==> src/rtl/rch_consts.svh <==
`ifndef RCH_CONSTS_SVH
`define RCH_CONSTS_SVH
// ==========================================================
// timing
`define RCH_CLK_MHZ 200
`define RCH_MS_CYCLES (`RCH_CLK_MHZ * 1000)
// ==========================================================
// reset values
`define RCH_BACKOFF_RST 8'h00
`define RCH_TICK_RST 18'h00000
`define RCH_RETRY_RST 8'h00
`endif

==> src/rtl/rch_pkg.sv <==
package rch_pkg;
	// ======================================================
	// line enables and polarities (1 = active high)
	typedef struct packed {
		logic holdoff_en;
		logic holdoff_high;
		logic req_en;
		logic req_high;
		logic req_shared;
		logic grant_en;
		logic grant_high;
		logic prio_en;
		logic prio_high;
	} rch_lines_t;
	// ======================================================
	// behaviour options
	typedef struct packed {
		logic tx_high_prio;
		logic rx_high_prio;
		logic retry_en;
		logic retry_high_prio;
		logic abort_on_loss;
		logic ack_suppress;
		logic [7:0] retry_ms;
		logic [7:0] backoff_mask;
	} rch_opts_t;
	// ======================================================
	// exchange states
	typedef enum logic [6:0] {
		RCH_IDLE = 7'h01,
		RCH_BACKOFF = 7'h02,
		RCH_WAIT = 7'h04,
		RCH_TX_SW = 7'h08,
		RCH_TX = 7'h10,
		RCH_RX_SW = 7'h20,
		RCH_ACK = 7'h40
	} rch_state_t;
endpackage

==> src/rtl/rch_handshake.sv <==
`timescale 1ns/10ps
`default_nettype none
`include "rch_consts.svh"
// Overview of operation
// - request line is a push-pull output, active high in three-wire use
// - grant input is active low in three-wire use
// - priority is an active-high output, high means high priority
// - request and priority are asserted before a transmission
// - transmit starts only after cca passes and grant is seen
// - on transmit start, drop rx enable, then raise tx enable
// - after the frame, drop tx enable, raise rx enable, await ack
// - received ack completes the transmit exchange
// - after completion priority and request are dropped
// - request backoff mask is configurable 0 to 255
// - optional high priority on receive retry; retry timeout 0-255 ms
// - with abort enabled, grant loss stops transmission mid packet
// - with suppression, no ack sent without grant, under holdoff, unsecured
// - each line individually enabled and polarity configurable
// - shared request mode: several radios drive one request line
// - enabled holdoff input blocks exchange start, transmit start and the rx_active request, but not the retry_on request, while asserted
// - priority follows traffic direction: tx_high_prio during an exchange, rx options on receive
module rch_handshake (
	input wire logic clk, // system clock
	input wire logic nrst, // async reset, active low
	input wire rch_pkg::rch_lines_t lines, // line enables and polarity
	input wire rch_pkg::rch_opts_t opts, // behaviour options
	input wire logic [7:0] rand_in, // random source for backoff
	input wire logic tx_start, // pulse: frame ready to send
	input wire logic cca_done, // pulse: cca finished
	input wire logic cca_pass, // cca result with cca_done
	input wire logic tx_done, // pulse: last bit sent
	input wire logic ack_rx, // pulse: ack frame received
	input wire logic ack_timeout, // pulse: ack wait expired
	input wire logic rx_active, // receive in progress
	input wire logic rx_retry, // pulse: receive retry requested
	input wire logic ack_want, // pulse: an ack is to be sent
	input wire logic grant_low_in, // grant line from arbiter
	input wire logic radio_holdoff_in, // holdoff line from arbiter
	input wire logic req_in, // shared request line as read back
	output logic req_out, // request line level
	output logic req_oe, // request drive enable
	output logic prio_out, // priority line level
	output logic fem_tx_active, // front-end tx enable
	output logic fem_rx_active, // front-end rx enable
	output logic cca_start, // pulse: begin cca
	output logic tx_go, // pulse: begin sending frame
	output logic tx_abort, // pulse: transmit aborted
	output logic tx_ok, // pulse: exchange completed
	output logic ack_send, // pulse: ack may be sent
	output logic ack_block, // pulse: ack suppressed
	output logic busy // exchange in progress
);
	rch_pkg::rch_state_t state;
	rch_pkg::rch_state_t next_state;
	logic [7:0] backoff;
	logic [17:0] ms_tick;
	logic [7:0] retry_left;
	logic retry_on;
	logic req_int;
	logic prio_int;
	logic granted;
	logic held_off;
	logic secured;

	// ======================================================
	// line decode
	// grant polarity
	assign granted = !lines.grant_en ||
		(lines.grant_high ? grant_low_in : !grant_low_in);
	assign held_off = lines.holdoff_en &&
		(lines.holdoff_high ? radio_holdoff_in : !radio_holdoff_in);
	// shared line secured when it reads our asserted level
	assign secured = !lines.req_shared || (req_in == lines.req_high);

	// ======================================================
	// exchange sequencing
	always_comb begin
		next_state = state;
		case (state)
			rch_pkg::RCH_IDLE: begin
				if (tx_start && !held_off)
					next_state = rch_pkg::RCH_BACKOFF;
			end
			rch_pkg::RCH_BACKOFF: begin
				if (backoff == 8'h00)
					next_state = rch_pkg::RCH_WAIT;
			end
			rch_pkg::RCH_WAIT: begin
				if (cca_done && cca_pass && granted && secured && !held_off)
					next_state = rch_pkg::RCH_TX_SW;
				else if (cca_done)
					next_state = rch_pkg::RCH_IDLE;
			end
			rch_pkg::RCH_TX_SW: next_state = rch_pkg::RCH_TX;
			rch_pkg::RCH_TX: begin
				if (opts.abort_on_loss && !granted)
					next_state = rch_pkg::RCH_IDLE;
				else if (tx_done)
					next_state = rch_pkg::RCH_RX_SW;
			end
			rch_pkg::RCH_RX_SW: next_state = rch_pkg::RCH_ACK;
			rch_pkg::RCH_ACK: begin
				if (ack_rx || ack_timeout)
					next_state = rch_pkg::RCH_IDLE;
			end
			default: next_state = rch_pkg::RCH_IDLE;
		endcase
	end

	// state register
	always_ff @(posedge clk or negedge nrst) begin
		if (!nrst)
			state <= rch_pkg::RCH_IDLE;
		else
			state <= next_state;
	end

	// ======================================================
	// random backoff limited by mask
	always_ff @(posedge clk or negedge nrst) begin
		if (!nrst)
			backoff <= `RCH_BACKOFF_RST;
		else if (state == rch_pkg::RCH_IDLE)
			backoff <= rand_in & opts.backoff_mask;
		else if (state == rch_pkg::RCH_BACKOFF && backoff != 8'h00)
			backoff <= backoff - 8'h01;
	end

	// ======================================================
	// receive retry window in milliseconds
	always_ff @(posedge clk or negedge nrst) begin
		if (!nrst) begin
			ms_tick <= `RCH_TICK_RST;
			retry_left <= `RCH_RETRY_RST;
			retry_on <= 1'b0;
		end else if (rx_retry && opts.retry_en) begin
			ms_tick <= `RCH_TICK_RST;
			retry_left <= opts.retry_ms;
			retry_on <= (opts.retry_ms != 8'h00);
		end else if (retry_on) begin
			if (ms_tick == 18'(`RCH_MS_CYCLES - 1)) begin
				ms_tick <= `RCH_TICK_RST;
				retry_left <= retry_left - 8'h01;
				if (retry_left == 8'h01)
					retry_on <= 1'b0;
			end else
				ms_tick <= ms_tick + 18'h00001;
		end
	end

	// ======================================================
	// request and priority intent
	always_comb begin
		// held from backoff through ack wait
		req_int = (state != rch_pkg::RCH_IDLE) ||
			(rx_active && !held_off) || retry_on;
		if (state != rch_pkg::RCH_IDLE)
			prio_int = opts.tx_high_prio;
		else if (retry_on)
			prio_int = opts.rx_high_prio || opts.retry_high_prio;
		else
			prio_int = opts.rx_high_prio && rx_active;
	end

	always_ff @(posedge clk or negedge nrst) begin
		if (!nrst) begin
			req_out <= 1'b0;
			req_oe <= 1'b0;
			prio_out <= 1'b0;
		end else begin
			req_out <= lines.req_high ? req_int : !req_int;
			// shared line: drive only the asserted level
			req_oe <= lines.req_en && (!lines.req_shared || req_int);
			prio_out <= lines.prio_en &&
				(lines.prio_high ? prio_int : !prio_int);
		end
	end

	// ======================================================
	// front-end enables, break before make
	always_ff @(posedge clk or negedge nrst) begin
		if (!nrst) begin
			fem_tx_active <= 1'b0;
			fem_rx_active <= 1'b0;
		end else begin
			fem_tx_active <= (next_state == rch_pkg::RCH_TX) &&
				(state == rch_pkg::RCH_TX_SW || state == rch_pkg::RCH_TX);
			fem_rx_active <= (next_state == rch_pkg::RCH_ACK) ||
				(next_state == rch_pkg::RCH_IDLE && rx_active) ||
				(next_state == rch_pkg::RCH_WAIT);
		end
	end

	// ======================================================
	// event pulses and busy level
	always_ff @(posedge clk or negedge nrst) begin
		if (!nrst) begin
			cca_start <= 1'b0;
			tx_go <= 1'b0;
			tx_abort <= 1'b0;
			tx_ok <= 1'b0;
			busy <= 1'b0;
		end else begin
			cca_start <= state == rch_pkg::RCH_BACKOFF &&
				next_state == rch_pkg::RCH_WAIT;
			tx_go <= state == rch_pkg::RCH_TX_SW;
			tx_abort <= state == rch_pkg::RCH_TX &&
				next_state == rch_pkg::RCH_IDLE;
			tx_ok <= state == rch_pkg::RCH_ACK && ack_rx;
			busy <= next_state != rch_pkg::RCH_IDLE;
		end
	end

	always_ff @(posedge clk or negedge nrst) begin
		if (!nrst) begin
			ack_send <= 1'b0;
			ack_block <= 1'b0;
		end else begin
			ack_send <= ack_want && !(opts.ack_suppress &&
				(!granted || held_off || !secured));
			ack_block <= ack_want && opts.ack_suppress &&
				(!granted || held_off || !secured);
		end
	end
endmodule // rch_handshake
`default_nettype wire

==> config.mk <==
export PLATFORM = sky130hd
export DESIGN_NAME = rch_handshake
export DESIGN_NICKNAME = d
export VERILOG_FILES = /design/src/rtl/rch_pkg.sv /design/src/rtl/rch_handshake.sv
export VERILOG_INCLUDE_DIRS = /design/src /design/src/rtl
export SDC_FILE = /design/constraint.sdc
export NUM_CORES = 1
export LEC_CHECK = 0
export BUFFER_PORTS_ARGS = -buffer_cell sky130_fd_sc_hd__buf_4
export CORE_AREA = 2 2 89 91
export DETAILED_ROUTE_END_ITERATION = 16
export DIE_AREA = 0 0 91 93
export PLACE_DENSITY = 0.62
export SLEW_MARGIN = 25
export SYNTH_ARGS = -nofsm -noshare
export SYNTH_HDL_FRONTEND = slang
export SYNTH_SLANG_ARGS = --single-unit
==> constraint.sdc <==
create_clock -name clk -period 1.8 [get_ports clk]
set_input_delay 0.36 -clock clk [delete_from_list [all_inputs] [get_ports clk]]
set_output_delay 0.36 -clock clk [all_outputs]
set_load 0.005 [all_outputs]
# Word level (Yosys, flattened, before mapping)
# Index checks and enable logic that the tools add are counted.
# W data, S select, Z words.
# classes
n_shift	0
mux	26
reduce_logical	51
eq_ne	16
order_cmp	0
n_mul	0
n_bitwise	1
addsub	3
div_mod_pow	0
# op_table
cell	count
$mux W18	3
$mux W7	7
$pmux W7 S7	1
$mux W8	5
$logic_and A1 B1 Y1	22
$add A18 B1 Y18 const B	1
$eq A18 B18 Y1 const B	1
$reduce_bool A8 Y1	2
$sub A8 B1 Y8 const B	2
$eq A7 B1 Y1 const B	2
$eq A7 B3 Y1 const B	2
$eq A7 B5 Y1 const B	2
$eq A7 B7 Y1 const B	2
$ne A7 B1 Y1 const B	2
$logic_or A1 B1 Y1	12
$logic_not A1 Y1	10
$mux W1	10
$and A8 B8 Y8	1
$eq A8 B1 Y1 const B	1
$logic_not A8 Y1	1
$eq A7 B2 Y1 const B	1
$eq A7 B4 Y1 const B	1
$eq A7 B6 Y1 const B	1
$reduce_bool A2 Y1	3
other kinds (2)	2
# totals
rom_bits	0
ram_bits	0
latch_bits	0
regBits	54
inputBits	53
mem_count	0
word_cells	114

# Depth between registers and ports, before layout
# depth
word_depth	12
mapped_depth	7
ltp_nobuf	6

# Worst setup path after synthesis
# Ideal clock, no wire load.
# synth_timing
kind	register to register
start	register ms_tick[0]
end	register retry_left[5]
path_stages_with_launch	8
slack_ns	-0.037
arrival_ns	1.755
t_required_ns	1.718
path_cell_list	dfrtp_1 -> ha_1 -> and4_4 -> and3_1 -> buf_4 -> nand3_4 -> or4b_1 -> a31oi_1
# synth_via
elab_chain_len	3
# synth_lines
item	line	rtl
start, declared	rch_handshake.sv:56	logic [17:0] ms_tick;
start signal, assigned	rch_handshake.sv:133	ms_tick <= `RCH_TICK_RST;
start signal, assigned	rch_handshake.sv:137	ms_tick <= `RCH_TICK_RST;
start signal, assigned	rch_handshake.sv:142	ms_tick <= `RCH_TICK_RST;
$eq A18 B18 Y1	rch_handshake.sv:141	if (ms_tick == 18'(`RCH_MS_CYCLES - 1)) begin
$reduce_bool A2 Y1 (no source line)	n/a	
$reduce_and A2 Y1 (no source line)	n/a	
end signal, assigned	rch_handshake.sv:134	retry_left <= `RCH_RETRY_RST;
end signal, assigned	rch_handshake.sv:138	retry_left <= opts.retry_ms;
end signal, assigned	rch_handshake.sv:143	retry_left <= retry_left - 8'h01;
end, declared	rch_handshake.sv:57	logic [7:0] retry_left;
# No other way between the ends.
# A chain may end at the register's enable or synchronous reset.

# Worst setup path after layout
# layout_timing
start	register ms_tick[1]
end	register retry_left[5]
# The elaborated chain is that of the path after synthesis.

==> impl_metrics.py <==
metrics = {
    "pwr": {
        "vdd_drop_max_uv": 385,
        "totalPowerFinal_w": 0.00354,
        "switching_share": 0.336,
        "p_leak_nw": 1.75,
        "powerDensity_mw_per_mm2": 905,
        "intPower_w": 0.00235,
        "power_frac_clock": 0.204,
        "p_sw_w": 0.00119,
        "pwr-share-seq": 0.462,
        "p_comb_frac": 0.334,
    },
    "floorplanning": {
        "core_mm2": 0.00753,
        "fp.dieH_um": 93,
        "io_pins": 65,
        "die_x_um": 91,
        "num_rows": 32,
        "initial_core_util": 0.392,
        "dieArea_mm2": 0.00846,
    },
    "sta": {
        "finalSetupViolations": 1,
        "final-hold-violation-count": 0,
        "min_period_ns": 1.81,
        "timing.final.ws_setup_ns": -0.0142,
        "fin_crit_sh": 1.01,
        "skew_ns": 0.00505,
        "fmax_ghz": 0.551,
        "slew_headroom": 0.537,
        "tightest_slew_ns": 0.695,
        "rsz0062_at_grt": "yes",
        "drv_slew": 0,
        "worst_hold_slack_ns": 0.0813,
    },
    "global_routing": {
        "gr-usage-met3": 0.0201,
        "first_global_vias": 2568,
        "met2_usage": 0.307,
        "grt.busiest_layer": "met2",
        "grt_max_degree": 55,
        "met1_usage": 0.231,
        "antenna_found_initial": 0,
        "overflow": 0,
        "grt_pass1_wl_mm": 12.1,
        "grt_usage": 0.179,
    },
    "run": {
        "cap_violations": 0,
    },
    "critical_path": {
        "endpoint": "retry_left[5]",
        "cp.arrival_ns": 2.06,
        "cp_num_buf_inv": 0,
        "crit_slowest_cell": "or4b_1",
        "crit_chain": "ha_2 -> and4_4 -> and3_4 -> nand3_4 -> or4b_1 -> a31oi_1",
        "worstSetupPathType": "register to register",
        "cp_num_cells": 6,
        "r2r_cells": 6,
        "crit_path_end_kind": "register",
        "startpoint_type": "register",
        "r2r_end": "retry_left[5]",
        "critPathRequiredTime_ns": 2.04,
        "slowest_delay_ns": 0.48,
        "crit_start": "ms_tick[1]",
        "rr_startpoint": "ms_tick[1]",
        "rrSetupSlack_ns": -0.01,
        "crit_path_max_fanout": 8,
        "cp_top_family": "simple AND/OR/NAND/NOR gates",
    },
    "cts": {
        "tritoncts": "built",
        "cts_root_buf": "clkbuf_8",
        "cts_buffer_depth": 2,
        "path_clk_slew_ns": 0.10,
        "cts.sinks": 54,
        "htree_levels": 2,
        "clkLatencyLatePin_ns": 0.32,
        "cts_buffers": 5,
    },
    "yosys": {
        "syn_nets": 360,
        "netlist-cell-type-count": 55,
        "synth_area_mm2": 0.00295,
        "synth-seq-area-share": 0.458,
        "async_flop_share": 1.00,
        "synth-seq-cells": 54,
        "synth.largest_area_cell": "dfrtp_1",
        "synth_flop_cell": "dfrtp_1",
        "synth_top_area_share": 0.449,
        "syn_inst": 303,
        "synth_area_leaders": "dfrtp_1 45%, xnor2_1 4.4%, xor2_1 4.4%",
        "synth-edff-count": 0,
        "syn-mean-instance-area_um2": 9.75,
        "yosys_warnings": 0,
    },
    "route": {
        "ant_nets": 0,
        "drt_first_pass_iters": 4,
        "vias_per_cell": 5.15,
        "wl_per_cell_um": 14.4,
        "vias": 2577,
        "drt_iter0_drc": 69,
        "wirelength_mm": 7.21,
        "drc": 0,
    },
    "worst_hold_path": {
        "holdCritPathClass": "primary input to asynchronous set/reset pin",
    },
    "finish": {
        "drive_above_1_share": 0.327,
        "nets": 454,
        "antennaDiodeCount": 0,
        "area_delta_synth_final_pct": 32.3,
        "fin_area_mm2": 0.00391,
    },
    "placement": {
        "placed_area_mm2": 0.00375,
        "hpwl_mm": 5.39,
        "place_ws_ns": -0.0250,
        "routabilityCongestion": 0.908,
        "portBuffers": 64,
    },
    "run_status": {
        "status": "complete, but fails checks",
        "violations": "negative setup slack",
    },
}
## cells in the final DEF (no fill, tap or decap), types with 3 or more instances in the layout
cell type	instances
nor2_1	26
nor4_1	8
nor3b_1	7
ha_1	3
a21oi_1	22
buf_4	94
xnor2_1	15
inv_1	9
xor2_1	15
and3_1	3
and2_1	6
clkbuf_8	6
dfrtp_1	51
mux2_2	3
nor3_1	8
o21ai_0	8
a22o_1	3
mux2i_1	3
nand3_1	9
a31oi_1	4
nand4_1	9
nand2_1	27
## per-layer routing
| layer | vias to the layer above | wire, um |
|---|---|---|
| met5 | - | 0 |
| met4 | 0 | 123 |
| met3 | 8 | 279 |
| met2 | 58 | 3600 |
| met1 | 1231 | 3210 |
| li1 | 1280 | - |
## flip-flops by register name (all words and copies together), names as in the netlist, 7 cells and up
register,count
backoff,8
ms_tick,18
retry_left,8
state,7
## synthesized netlist by cell type (5+ instances only)
cell	instances
nor2_1	27
nor3_1	8
nand3_1	9
xor2_1	15
nor3b_1	8
a21oi_1	22
nand4_1	9
and3_1	5
nand2_1	27
dfrtp_1	53
and2_1	6
inv_1	9
o21ai_0	10
nor4_1	9
xnor2_1	15
## metrics by stage
stage | instances | setup TNS [ns] | util
after floorplan | 303 | 0 | -
after global placement | 491 | 0 | 0.498
after detailed placement | 491 | -0.0433 | 0.498
after CTS | 499 | -0.0222 | 0.512
after global routing | 500 | -0.523 | 0.519
final | 500 | -0.0142 | 0.519
## power groups by stage
stage,Combinational [W],Clock (W),Sequential (W)
global route,0.00133,0.000785,0.00167
finish,0.00118,0.000722,0.00163
global placement,0.00112,0,0.00164
CTS,0.00116,0.000752,0.00163
detailed placement,0.00115,0,0.00164
floorplan,0.000764,0,0.00158
## timing repair
item | 4_1_cts | 5_1_grt
cloned | 0 | 0
resized for setup | 2 | 13
hold buffers | 0 | 0
pin swaps | 3 | 5
setup endpoints to repair | 3 | 22
buffers inserted | 0 | 1
## logic make-up (layout without fill, tap and decap cells)
group                      count (synthesis)  after routing  share of synthesized area
and+or+nand+nor                          135            135                      0.266
AOI/OAI and AO/OA                         57             57                      0.122
DFF                                       54             54                      0.458
xor gates and xnor gates                  30             30                     0.0890
buffers and inverters                     17            112                     0.0271
muxes                                      6              6                     0.0216
adders and majority gates                  4              4                     0.0169
## area by class of cell
| cell class | instances | area [um^2] |
|---|---|---|
| flip-flops and latches | 54 | 1360 |
| repair buffers | 95 | 717 |
| well taps | 102 | 128 |
| clock buffers | 6 | 82.6 |
| inverters | 9 | 33.8 |
| fillers | 746 | 3620 |
| clock inverters | 2 | 12.5 |
| multi-input cells | 232 | 1580 |
## worst min path at each step
stage,startpoint,end,slack [ns]
floorplan,nrst,ack_block,0.06
detailed placement,nrst,req_out,0.46
global route,nrst,tx_go,0.14
finish,nrst,req_out,0.08
CTS,nrst,req_out,0.10
global placement,nrst,req_out,0.45
(Power assumes the default switching activity.)
